[config.mk]
export PLATFORM = sky130hd
export DESIGN_NAME = src_core
export DESIGN_NICKNAME = d
export VERILOG_FILES = /design/src/design/src_pkg.sv /design/src/design/src_mem_if.sv /design/src/design/src_core.sv /design/src/design/src_mem.sv
export SDC_FILE = /design/constraint.sdc
export NUM_CORES = 1
export LEC_CHECK = 0
export BUFFER_PORTS_ARGS = -buffer_cell sky130_fd_sc_hd__buf_2
export CAP_MARGIN = 0
export CORE_ASPECT_RATIO = 1.5
export CORE_MARGIN = 2
export CORE_UTILIZATION = 45
export DETAILED_ROUTE_END_ITERATION = 8
export GPL_TIMING_DRIVEN = 1
export PLACE_DENSITY = 0.63
export SLEW_MARGIN = 20
export SYNTH_ARGS = -nofsm -noshare
export SYNTH_HDL_FRONTEND = slang
export SYNTH_HIERARCHICAL = 1
export SYNTH_SLANG_ARGS = --single-unit
[constraint.sdc]
create_clock -name clk_sys_in -period 3.5 [get_ports clk_sys_in]
set_input_delay 0.175 -clock clk_sys_in [delete_from_list [all_inputs] [get_ports clk_sys_in]]
set_output_delay 0.175 -clock clk_sys_in [all_outputs]
set_load 0.02 [all_outputs]
[src/design/src_pkg.sv]
/*
  Package for the serial clock/calendar register core: address map,
  counter limits, timing counts and state encodings.
  Assumes a single 125 MHz system clock.
*/
package src_pkg;
  localparam int SRC_DEPTH       = 64;
  localparam int SRC_AW          = 6;
  localparam int SRC_CLOCK_BYTES = 8;
  localparam int SRC_CTRL_BYTES  = 12;
  localparam int SRC_USER_BYTES  = 44;
  // Clock/calendar, control and user byte offsets
  localparam logic [5:0] SRC_A_HUND   = 6'h00;
  localparam logic [5:0] SRC_A_SEC    = 6'h01;
  localparam logic [5:0] SRC_A_MIN    = 6'h02;
  localparam logic [5:0] SRC_A_HOUR   = 6'h03;
  localparam logic [5:0] SRC_A_DAY    = 6'h04;
  localparam logic [5:0] SRC_A_DATE   = 6'h05;
  localparam logic [5:0] SRC_A_MONTH  = 6'h06;
  localparam logic [5:0] SRC_A_YEAR   = 6'h07;
  localparam logic [5:0] SRC_A_CTRL0  = 6'h08;
  localparam logic [5:0] SRC_A_USER0  = 6'h14;
  // Century lives in bits 7:6 of the hour byte
  localparam int SRC_CENT_LSB = 6;
  // Timebase
  localparam int SRC_CLK_HZ      = 125_000_000;
  localparam int SRC_XTAL_HZ     = 32_768;
  localparam int SRC_HUND_HZ     = 100;
  localparam int SRC_HUND_CYCLES = SRC_CLK_HZ / SRC_HUND_HZ;
  // Reset input debounce (sys cycles) and reset pulse width
  localparam int SRC_DEBOUNCE_NS     = 20_000;
  localparam int SRC_DEBOUNCE_CYCLES = SRC_DEBOUNCE_NS / 8;
  localparam int SRC_POR_CYCLES      = 16;
  // Reset values
  localparam logic [7:0] SRC_RST_DATE  = 8'h01;
  localparam logic [7:0] SRC_RST_MONTH = 8'h01;
  localparam logic [7:0] SRC_RST_DAY   = 8'h01;
  // Bus engine states, one-hot
  typedef enum logic [4:0] {
    SRC_IDLE = 5'b0_0001,
    SRC_ADDR = 5'b0_0010,
    SRC_WR   = 5'b0_0100,
    SRC_RD   = 5'b0_1000,
    SRC_ACK  = 5'b1_0000
  } src_bus_state_t;
endpackage : src_pkg

[src/design/src_mem_if.sv]
/*
  Interface carrying the port to the 64-byte memory.
  Assumes both ends run on clk_sys_in.
*/
`timescale 1ns/1ps
interface src_mem_if;
  logic       we;
  logic [5:0] addr;
  logic [7:0] wdata;
  logic [7:0] rdata;
  modport core (output we, output addr, output wdata, input rdata);
  modport mem  (input we, input addr, input wdata, output rdata);
endinterface : src_mem_if

[src/design/src_core.sv]
/*
  Serial clock/calendar register core: I2C-style slave byte engine,
  BCD time counters, reset debounce and battery switch-over.
  Assumes SCL/SDA and reset inputs are asynchronous pins; an external
  pad resolves sda from its output enable (drives low only).
*/
`timescale 1ns/1ps
module src_core
  import src_pkg::*;
#(
  parameter int SLAVE_ADDR = 7'h68, // arbitrary
  parameter int HUND_DIV   = SRC_HUND_CYCLES,
  parameter int DEB_CYCLES = SRC_DEBOUNCE_CYCLES
)(
  input  wire logic clk_sys_in,
  input  wire logic reset_in,
  input  wire logic scl_in,
  input  wire logic sda_in,
  output logic      sda_oe_out,
  input  wire logic power_fail_sense_in,
  input  wire logic reset_request_in_a,
  input  wire logic reset_request_in_b,
  output logic      power_fail_flag_out,
  output logic      on_battery_out,
  output logic      reset_out,
  output logic      alarm_match_out
);
  import src_pkg::*;
  // Refuse settings that the 7-bit address or 16-bit debounce counters cannot hold
  if (SLAVE_ADDR > 127 || HUND_DIV < 2 || DEB_CYCLES < 1 || DEB_CYCLES > 65535)
  begin : g_bad_param
    $error("src_core: bad parameter");
  end

  // Two-flop synchronisers for all pins but reset_in
  logic [4:0] s1_reg, s2_reg, s3_reg;
  always_ff @(posedge clk_sys_in)
  begin
    s1_reg <= {reset_request_in_b, reset_request_in_a, power_fail_sense_in, sda_in, scl_in};
    s2_reg <= s1_reg;
    s3_reg <= s2_reg;
  end
  wire scl = s2_reg[0], sda = s2_reg[1], pfail = s2_reg[2];
  wire scl_rise = s2_reg[0] & ~s3_reg[0];
  wire scl_fall = ~s2_reg[0] & s3_reg[0];
  wire start_c  = scl & s3_reg[0] & ~sda & s3_reg[1];
  wire stop_c   = scl & s3_reg[0] & sda & ~s3_reg[1];

  function automatic logic [7:0] bcd_inc(input logic [7:0] v);
    bcd_inc = (v[3:0] == 4'h9) ? {v[7:4] + 4'h1, 4'h0} : {v[7:4], v[3:0] + 4'h1};
  endfunction : bcd_inc

  // Month length in BCD; leap every fourth year, good until 2100
  function automatic logic [7:0] month_len(input logic [7:0] m, input logic [7:0] y);
    logic [4:0] bin;
    bin = 5'(y[7:4]) * 5'd10 + 5'(y[3:0]);
    case (m)
      8'h02:   month_len = (bin[1:0] == 2'b00) ? 8'h29 : 8'h28;
      8'h04, 8'h06, 8'h09, 8'h11: month_len = 8'h30;
      default: month_len = 8'h31;
    endcase
  endfunction : month_len

  // Time counter state
  logic [7:0] hund_reg, sec_reg, min_reg, hour_reg, day_reg, date_reg, mon_reg, year_reg;
  logic [1:0] cent_reg;
  logic [7:0] hund_next, sec_next, min_next, hour_next, day_next, date_next, mon_next;
  logic [7:0] year_next;
  logic [1:0] cent_next;
  logic [31:0] div_reg, div_next;
  logic        tick;
  logic        tw_en;
  logic [5:0]  tw_addr;
  logic [7:0]  tw_data;

  // Hundredths enable from a divider standing in for the 32.768 kHz crystal chain
  assign tick = (div_reg == 32'(HUND_DIV - 1));

  // Calendar advance; counters keep running on battery
  always_comb
  begin
    div_next  = tick ? 32'h0000_0000 : div_reg + 32'h0000_0001;
    hund_next = hund_reg; sec_next = sec_reg; min_next = min_reg; hour_next = hour_reg;
    day_next  = day_reg; date_next = date_reg; mon_next = mon_reg; year_next = year_reg;
    cent_next = cent_reg;
    if (tick)
    begin
      hund_next = bcd_inc(hund_reg);
      if (hund_reg == 8'h99)
      begin
        hund_next = 8'h00;
        sec_next  = bcd_inc(sec_reg);
        if (sec_reg == 8'h59)
        begin
          sec_next = 8'h00;
          min_next = bcd_inc(min_reg);
          if (min_reg == 8'h59)
          begin
            min_next  = 8'h00;
            hour_next = bcd_inc(hour_reg);
            if (hour_reg == 8'h23)
            begin
              hour_next = 8'h00;
              day_next  = (day_reg == 8'h07) ? 8'h01 : bcd_inc(day_reg);
              date_next = bcd_inc(date_reg);
              if (date_reg == month_len(mon_reg, year_reg))
              begin
                date_next = 8'h01;
                mon_next  = bcd_inc(mon_reg);
                if (mon_reg == 8'h12)
                begin
                  mon_next  = 8'h01;
                  year_next = bcd_inc(year_reg);
                  if (year_reg == 8'h99)
                  begin
                    year_next = 8'h00;
                    cent_next = cent_reg + 2'd1;
                  end
                end
              end
            end
          end
        end
      end
    end
    // Host writes win over the tick so a set time is never lost
    if (tw_en)
    begin
      case (tw_addr)
        SRC_A_HUND:  hund_next = tw_data;
        SRC_A_SEC:   sec_next  = tw_data;
        SRC_A_MIN:   min_next  = tw_data;
        SRC_A_HOUR:
        begin
          hour_next = {2'b00, tw_data[5:0]};
          cent_next = tw_data[7:SRC_CENT_LSB];
        end
        SRC_A_DAY:   day_next  = tw_data;
        SRC_A_DATE:  date_next = tw_data;
        SRC_A_MONTH: mon_next  = tw_data;
        SRC_A_YEAR:  year_next = tw_data;
        default:     ;
      endcase
    end
  end

  // Clock registers; reset loads the calendar defaults and clears the divider
  always_ff @(posedge clk_sys_in)
  begin
    if (reset_in)
    begin
      div_reg <= 32'h0000_0000;
      hund_reg <= 8'h00; sec_reg <= 8'h00; min_reg <= 8'h00; hour_reg <= 8'h00;
      day_reg <= SRC_RST_DAY; date_reg <= SRC_RST_DATE; mon_reg <= SRC_RST_MONTH;
      year_reg <= 8'h00; cent_reg <= 2'b00;
    end
    else
    begin
      div_reg <= div_next;
      hund_reg <= hund_next; sec_reg <= sec_next; min_reg <= min_next;
      hour_reg <= hour_next; day_reg <= day_next; date_reg <= date_next;
      mon_reg <= mon_next; year_reg <= year_next; cent_reg <= cent_next;
    end
  end

  // Serial byte engine
  src_mem_if mif();
  src_mem u_mem (.clk_sys_in(clk_sys_in), .port(mif.mem));

  src_bus_state_t st_reg, st_next;
  logic [7:0] sh_reg, sh_next;
  logic [3:0] bit_reg, bit_next;
  logic [5:0] ptr_reg, ptr_next;
  logic       rd_reg, rd_next, first_reg, first_next, nak_reg, nak_next;
  logic       oe_reg, oe_next;
  logic [7:0] rbyte;

  // Read mux: clock bytes come from the counters, the rest from memory
  always_comb
  begin
    case (ptr_reg)
      SRC_A_HUND:  rbyte = hund_reg;
      SRC_A_SEC:   rbyte = sec_reg;
      SRC_A_MIN:   rbyte = min_reg;
      SRC_A_HOUR:  rbyte = {cent_reg, hour_reg[5:0]};
      SRC_A_DAY:   rbyte = day_reg;
      SRC_A_DATE:  rbyte = date_reg;
      SRC_A_MONTH: rbyte = mon_reg;
      SRC_A_YEAR:  rbyte = year_reg;
      default:     rbyte = mif.rdata;
    endcase
  end

  always_comb
  begin
    st_next = st_reg; sh_next = sh_reg; bit_next = bit_reg; ptr_next = ptr_reg;
    rd_next = rd_reg; first_next = first_reg; nak_next = nak_reg; oe_next = oe_reg;
    tw_en = 1'b0; tw_addr = ptr_reg; tw_data = sh_reg;
    mif.we = 1'b0; mif.addr = ptr_reg; mif.wdata = sh_reg;
    case (st_reg)
      SRC_IDLE: oe_next = 1'b0;
      SRC_ADDR, SRC_WR:
        if (scl_rise)
        begin
          sh_next  = {sh_reg[6:0], sda};
          bit_next = bit_reg + 4'd1;
        end
        else if (scl_fall && bit_reg == 4'd8)
        begin
          bit_next = 4'd0;
          if (st_reg == SRC_ADDR)
          begin
            if (sh_reg[7:1] == 7'(SLAVE_ADDR))
            begin
              oe_next = 1'b1; rd_next = sh_reg[0]; first_next = 1'b1;
              st_next = SRC_ACK;
            end
            else st_next = SRC_IDLE;
          end
          else
          begin
            oe_next = 1'b1; st_next = SRC_ACK;
            if (first_reg) ptr_next = sh_reg[5:0];
            else
            begin
              tw_en = 1'b1; mif.we = 1'b1;
              ptr_next = ptr_reg + 6'd1;
            end
            first_next = 1'b0;
          end
        end
      SRC_ACK:
        if (scl_fall)
        begin
          if (rd_reg)
          begin
            sh_next = rbyte; oe_next = ~rbyte[7]; st_next = SRC_RD; bit_next = 4'd1;
          end
          else
          begin
            oe_next = 1'b0; st_next = SRC_WR; bit_next = 4'd0;
          end
        end
      SRC_RD:
        if (scl_rise && bit_reg == 4'd9)
        begin
          nak_next = sda;
          if (sda) st_next = SRC_IDLE;
        end
        else if (scl_fall)
        begin
          if (bit_reg == 4'd8)
          begin
            oe_next = 1'b0; bit_next = 4'd9;
            ptr_next = ptr_reg + 6'd1;
          end
          else if (bit_reg == 4'd9)
          begin
            sh_next = rbyte; oe_next = ~rbyte[7]; bit_next = 4'd1;
          end
          else
          begin
            oe_next = ~sh_reg[6]; sh_next = {sh_reg[6:0], 1'b0};
            bit_next = bit_reg + 4'd1;
          end
        end
      default: st_next = SRC_IDLE;
    endcase
    if (start_c)
    begin
      st_next = SRC_ADDR; bit_next = 4'd0; oe_next = 1'b0;
    end
    else if (stop_c) st_next = SRC_IDLE;
  end

  always_ff @(posedge clk_sys_in)
  begin
    if (reset_in)
    begin
      st_reg <= SRC_IDLE; sh_reg <= 8'h00; bit_reg <= 4'd0; ptr_reg <= 6'd0;
      rd_reg <= 1'b0; first_reg <= 1'b0; nak_reg <= 1'b0; oe_reg <= 1'b0;
    end
    else
    begin
      st_reg <= st_next; sh_reg <= sh_next; bit_reg <= bit_next; ptr_reg <= ptr_next;
      rd_reg <= rd_next; first_reg <= first_next; nak_reg <= nak_next; oe_reg <= oe_next;
    end
  end
  assign sda_oe_out = oe_reg;

  // Reset debounce, power-on stretch, battery switch and alarm
  logic [15:0] deb_a_reg, deb_b_reg, por_reg;
  logic        rst_reg, bat_reg, pf_reg, alm_reg;
  logic [15:0] deb_a_next, deb_b_next, por_next;
  logic        rst_next, alm_next;
  always_comb
  begin
    deb_a_next = s2_reg[3] ? 16'h0000 : (deb_a_reg == 16'(DEB_CYCLES) ? deb_a_reg
                                                                        : deb_a_reg + 16'h0001);
    deb_b_next = s2_reg[4] ? 16'h0000 : (deb_b_reg == 16'(DEB_CYCLES) ? deb_b_reg
                                                                        : deb_b_reg + 16'h0001);
    por_next   = (por_reg == 16'(SRC_POR_CYCLES)) ? por_reg : por_reg + 16'h0001;
    rst_next   = (por_reg != 16'(SRC_POR_CYCLES)) || (deb_a_reg == 16'(DEB_CYCLES))
                 || (deb_b_reg == 16'(DEB_CYCLES));
    alm_next   = (sec_reg == mif.rdata) && (st_reg == SRC_IDLE);
  end
  always_ff @(posedge clk_sys_in)
  begin
    if (reset_in)
    begin
      deb_a_reg <= 16'h0000; deb_b_reg <= 16'h0000; por_reg <= 16'h0000;
      rst_reg <= 1'b1; bat_reg <= 1'b0; pf_reg <= 1'b0; alm_reg <= 1'b0;
    end
    else
    begin
      deb_a_reg <= deb_a_next; deb_b_reg <= deb_b_next; por_reg <= por_next;
      rst_reg <= rst_next; bat_reg <= pfail; pf_reg <= pfail; alm_reg <= alm_next;
    end
  end
  assign reset_out           = rst_reg;
  assign on_battery_out      = bat_reg;
  assign power_fail_flag_out = pf_reg;
  assign alarm_match_out     = alm_reg;
endmodule : src_core

[src/design/src_mem.sv]
/*
  Byte-wide 64-location memory for user and control bytes with a
  registered read port. Assumes synchronous use on clk_sys_in.
*/
`timescale 1ns/1ps
module src_mem
  import src_pkg::*;
(
  input  wire logic clk_sys_in,
  src_mem_if.mem    port
);
  logic [7:0] store [SRC_DEPTH];
  logic [7:0] rd_reg;

  // Write and registered read; contents persist across reset like battery RAM
  always_ff @(posedge clk_sys_in)
  begin
    if (port.we)
      store[port.addr] <= port.wdata;
    rd_reg <= store[port.addr];
  end
  assign port.rdata = rd_reg;
endmodule : src_mem

# Yosys cells after proc, flatten, opt, wreduce, memory -nomap -nowiden
# Memory sizes are Yosys's and may differ from the RTL's. A register that Yosys moved wholly into a read port is not among the register bits.
# Cells that the tools add are included.
[classes] multipliers=1 muxes=138 magnitude_cmp=0 div=0 shift=0 eq_ne=63 addsub=24 bitwise_logic=15 reduce_logical=25
[ops] operator="2-to-1 mux 8 bit" count=77
[ops] operator="adder 4 x 1 -> 4 bit (second input constant)" count=17
[ops] operator="one-hot mux 8 bit (8 select lines)" count=1
[ops] operator="adder 16 x 1 -> 16 bit (second input constant)" count=3
[ops] operator="2-to-1 mux 6 bit" count=7
[ops] operator="== test 4 bit (second input constant)" count=10
[ops] operator="2-to-1 mux 5 bit" count=7
[ops] operator="adder 32 x 1 -> 32 bit (second input constant)" count=1
[ops] operator="== test 16 x 12 -> 1 bit (second input constant)" count=2
[ops] operator="== test 32 x 21 -> 1 bit (second input constant)" count=1
[ops] operator="2-to-1 mux 4 bit" count=8
[ops] operator="== test 6 x 3 -> 1 bit (second input constant)" count=4
[ops] operator="== test 8 x 3 -> 1 bit (second input constant)" count=3
[ops] operator="2-to-1 mux 2 bit" count=12
[ops] operator="inequality test 2 bit (second input constant)" count=12
[ops] operator="one-hot mux 8 bit (3 select lines)" count=1
[ops] operator="AND reduction 7 bit" count=3
[ops] operator="2-to-1 mux 1 bit" count=20
[ops] operator="inequality test 4 bit (second input constant)" count=5
[ops] operator="one-hot mux 5 bit (4 select lines)" count=1
[ops] operator="== test 16 x 5 -> 1 bit (second input constant)" count=1
[ops] operator="== test 8 x 5 -> 1 bit (second input constant)" count=2
[ops] operator="== test 8 x 7 -> 1 bit (second input constant)" count=2
[ops] operator="== test 8 bit" count=2
[ops] operator="other kinds (38)" count=64
[totals] ramBits=512 elab_cells=294 rom_bits=0 output_inout_bits=5 latch_bits=0 mem_count=1 ff_bits=187 inputBits=7
[memory_table] name="u_mem.store" depth=64 width=8 read_ports=1 rd_ports_with_merged_regs=1 wr=1 line_no="src_mem.sv:12" rtl="logic [7:0] store [SRC_DEPTH];"

# Depth between registers and ports, before layout
[depth] depth_word=19 ltp_mapped=10 mapped_depth_nobuf=8

# Cells and area by module
# The synthesis kept the hierarchy.
[modules_own_cells] mod="src_mem" seq_area_each_um2=15534.9 instances=1 cells_each=1170 area_each_um2=20002.9
[modules_own_cells] mod="src_core" seq_area_each_um2=3743.6 instances=1 cells_each=1333 area_each_um2=10596.4

# Worst setup path after synthesis
# OpenSTA, ideal clock, no wires.
[synth_path] path_type="register -> register" start="register div_reg[23]" end="register year_reg[5]" required_ps=3409 arrival_time_ps=2586 setup_ps=91 n_path_buf=0 synth_period_minus_slack_ps=2677 stages_incl_launch_ff=7 path_slack_ps=823 cell_sequence="dfxtp_1 > or4_1 > or4_4 > nor4_4 > nand4_2 > or4_1 > a311oi_1"
[synth_between] elab_chain_cells=4
[synth_lines] element="start: declaration" line_no="src_core.sv:70" rtl="logic [31:0] div_reg, div_next;"
[synth_lines] element="start signal: assignment" line_no="src_core.sv:159" rtl="div_reg <= div_next;"
[synth_lines] element="== test 32 x 21 -> 1 bit (*)" line_no="src_core.sv:77" rtl="assign tick = (div_reg == 32'(HUND_DIV - 1));"
[synth_lines] element="2-to-1 mux 8 bit (*)" line_no="src_core.sv:86" rtl="if (tick)"
[synth_lines] element="2-to-1 mux 8 bit" line_no="src_core.sv:129" rtl="case (tw_addr)"
[synth_lines] element="2-to-1 mux 8 bit (*)" line_no="src_core.sv:127" rtl="if (tw_en)"
[synth_lines] element="end signal: assignment" line_no="src_core.sv:162" rtl="mon_reg <= mon_next; year_reg <= year_next; cent_reg <= cent_next;"
[synth_lines] element="end: declaration" line_no="src_core.sv:65" rtl="logic [7:0] hund_reg, sec_reg, min_reg, hour_reg, day_reg, date_reg, mon_reg, year_reg;"
# Mark *: on every way between the ends. The rest lies on a longest branch, timed or not.
# A chain may end at the register's enable or synchronous reset.

==> results.txt <==
* Relative area change from synthesis to final layout: 13.90%
* Fin. max-slew vios: 0
- Buffers from clock root to sink, at most: 3
* Hold Path Origin: scl_in
- The synthesized design devotes to its leading area cell type 50.25% of total area.
- The clock network accounts for 46.0% of the total power.
- Entering global routing, the biggest net connects 78 pins.
- Routability-driven placement finished with a final weighted congestion of 0.9971.
- The register with the most flip-flops in the layout has 512 of them.
- The number of gates resized after CTS was 0.
- Synthesis inferred 707 register bits.
- Cell with the most instances after synthesis: sky130_fd_sc_hd__edfxtp_1
* Syn. warnings: 6
- sky130_fd_sc_hd__edfxtp_1 takes more of the synthesized area than any other cell.
- Utilization after layout: 51.53%
- For this design, the sink count on the clock tree is 707.
* Maximum fanout along the worst path: 18
- Layout cells sized above 1: 13.41%
- Switching Share: 20.00%
- STA classifies the critical path startpoint as a flop.
- Global routing used 25.44% of the available tracks.
* Sum of negative setup slack: 0 ps
* Worst setup path startpoint: mif.addr[0]
* Grt total ovfl: 0
- Fill cells in the final layout number 5777.
- The first global-routing pass estimated 134100 um of wire.
- In this run the power spent charging and discharging nets is 3338 uW.
* Latest clock arrival within the worst-skew pair: 630 ps
- Antenna violations before repair: 0
- The root buffer cell chosen for the clock tree is sky130_fd_sc_hd__clkbuf_16.
- Reg2reg start: mif.addr[0]
- After technology mapping, the gate count stands at 2503.
- For this run, asynchronously set or reset flops after synthesis account for 0%.
- After layout, the worst path uses 95.47% of the clock period.
- Endpoint class of the critical path: flop
- CP Data Required Time: 4010 ps
* Full die area: 70140 um^2
* Logic pwr share: 0.7%
* Total number of H-tree levels: 3
- In this run the static leakage power is 0.01159 uW.
* Distinct cell type count after synthesis: 82
* Number of violations of the max-capacitance limit: 0
- The detail route stage leaves a number of antenna-violating nets equal to 0.
* Post-synthesis instance area: 30600 um^2
- After detailed placement, the total cell area comes to 32480 um^2.
* Starting density of the core: 45.24%
* Maximum clock frequency: 0.2993 GHz
- Area used by multi-input combinational logic: 10500 um^2
- Summed over all layers, the routed wires come to 89580 um.
- Standard-cell row count: 117
- The final layout contains 2644 nets.
- Vias: 21935
* Width of the die: 216.9 um
* Via/cell ratio: 6.195
* Power density over cell area: 479.0 nW/um^2
- Registers are responsible for 53.3% of the overall power.
* CP Class: flop to flop
- Number of search-and-repair iterations in the first detailed-routing pass: 5
- After synthesis, the cell types taking the most area are sky130_fd_sc_hd__edfxtp_1 (50%), sky130_fd_sc_hd__dfxtp_1 (13%), sky130_fd_sc_hd__nor2_1 (3.5%), sky130_fd_sc_hd__a22oi_1 (2.3%), sky130_fd_sc_hd__a221oi_1 (2.3%).
- Setup skew after layout: 33.96 ps
* Post-synth net total: 2552
- TritonCTS built the clock tree.
* Drt initial violations: 2046
- The run finished with clean final reports.
* Mapped Avg Cell Area: 12.23 um^2
- The min-delay analysis places its worst path in the category input port to flop.
- Endpoints failing setup: 0
- The via count of the first global-routing pass was 21813.
- After detailed routing, the number of remaining DRC violations is 0.
- Core Region: 67630 um^2
- Number of buffers added on ports: 11
- In the final routed layout, each cell accounts on average for 25.30 um.
* Internal cell power: 13350 uW
- Final-report hold violation count: 0
- Post-route minimum period: 3341 ps
- Top-Level Pins: 12
* DPL Wire Length: 58880 um
* Post-synth EDFFs: 512
- Most frequently used flop master after synthesis: sky130_fd_sc_hd__edfxtp_1
- Design Area, Final: 34850 um^2
* Headroom to the max-slew limit: 24.36%
- Setup repair after global routing missed its margin: no
- Top post-synthesis cells by count: sky130_fd_sc_hd__edfxtp_1 (512), sky130_fd_sc_hd__nor2_1 (285), sky130_fd_sc_hd__dfxtp_1 (195)
- Worst vdd rail ir drop: 0.0003697 V
- Sequential elements use 63.00% of the synthesized area.
- Reg area: 19300 um^2
* Reg clk slew, reported paths: 70 ps
* Number of clock buffers inserted by TritonCTS: 70
- Die boundary height: 323.4 um
* Transition at the pin with the smallest max-transition slack: 1129 ps
- Data on the critical path arrives at its endpoint at 3860 ps.
## power groups by stage
| stage | sequential (uW) | clock [uW] | combinational [uW] |
|---|---|---|---|
| final | 8900 | 7680 | 118 |
| after global routing | 8900 | 8140 | 130 |
| after CTS | 8900 | 7810 | 118 |
| after detailed placement | 9080 | 0 | 113 |
| after global placement | 9080 | 0 | 110 |
| after floorplan | 9070 | 0 | 84.5 |
## metal layers
metal / vias up / global-route usage (%) / part of all wire [%]
met2: 998 / 45.26 / 50
li1: 9811 / - / -
met1: 10837 / 28.37 / 36
met4: 0 / 16.21 / 6.9
met5: - / 0 / 0
met3: 289 / 3.968 / 6.2
## path summary, 6_finish.rpt
| check | end | slack, ps | cells after the start |
|---|---|---|---|
| worst max register to register | u_mem/port.rdata[2] | 160 | 7 |
| worst min-delay path | s1_reg[0] | 210 | 2 |
| worst max-delay path | u_mem/port.rdata[2] | 160 | 7 |
| worst min register to register | s2_reg[4] | 330 | 0 |
## cells in the final DEF (no fill, tap or decap), drive strengths merged, types with 19 or more instances in the layout
| cell type | synthesis | final |
|---|---|---|
| or3 | 27 | 27 |
| ha | 42 | 42 |
| nor2b | 20 | 20 |
| edfxtp | 512 | 512 |
| clkinv | 1 | 24 |
| and3 | 31 | 31 |
| nand4 | 32 | 32 |
| nand2 | 124 | 124 |
| a311oi | 25 | 25 |
| dfxtp | 195 | 195 |
| nor2 | 285 | 285 |
| nor3 | 42 | 42 |
| o22ai | 32 | 32 |
| a21oi | 83 | 83 |
| o21ai | 91 | 91 |
| clkbuf | 106 | 86 |
| and2 | 19 | 19 |
| xnor2 | 33 | 33 |
| a22oi | 94 | 94 |
| a221oi | 80 | 80 |
| mux2i | 56 | 56 |
| or4 | 21 | 21 |
| xor2 | 50 | 50 |
| nand3 | 104 | 104 |
| buf | 57 | 177 |
| inv | 46 | 48 |
| a211oi | 36 | 36 |
## cells by family (layout without fill, tap and decap cells)
kind of cell               after synthesis  after routing  share of synthesized area, %
and+or+nand+nor                        816            816                         13.52
DFF                                    707            707                         63.00
AOI/OAI and AO/OA                      556            556                         12.83
buffers and inverters                  210            355                         2.846
muxes                                   89             89                         3.709
xor gates and xnor gates                83             83                         2.376
adders and majority gates               42             42                         1.717
other                                    0              1                             0
## worst max-delay path: stages, from the launching register on
cell and delay [ps]:
sky130_fd_sc_hd__dfxtp_2 460, sky130_fd_sc_hd__and2_1 570, sky130_fd_sc_hd__buf_4 340, sky130_fd_sc_hd__a221oi_1 340, sky130_fd_sc_hd__nor3_1 140, sky130_fd_sc_hd__nor4_1 610, sky130_fd_sc_hd__o211ai_1 400, sky130_fd_sc_hd__a2111o_1 370
## area by class of cell
type                    count  share of cell area (%)
inverters                  47                  0.5062
clock inverters            39                   1.325
well taps                 892                   3.202
flip-flops and latches    707                   55.37
diodes                      1                0.007180
repair buffers            183                   4.164
multi-input cells        1586                   30.14
clock buffers              86                   5.292
## timing repair
| item | CTS | global route |
|---|---|---|
| hold endpoints to repair | 29 | 0 |
| hold buffers | 6 | 0 |
| setup endpoints to repair | 0 | 0 |
| setup buffers | 0 | 0 |
## metrics by stage
| step | power [uW] | std cells | setup slack, ps | hold WS (ps) |
|---|---|---|---|---|
| after CTS | 16820 | 3540 | 225.0 | 179.3 |
| after global placement | 9189 | 3409 | 177.7 | 279.5 |
| after floorplan | 9158 | 2503 | 822.7 | 202.7 |
| after detailed placement | 9193 | 3409 | 240.7 | 281.1 |
| final | 16690 | 3541 | 158.5 | 209.9 |
| after global routing | 17160 | 3540 | 118.1 | 202.7 |
Power figures use the tool's default switching activity.
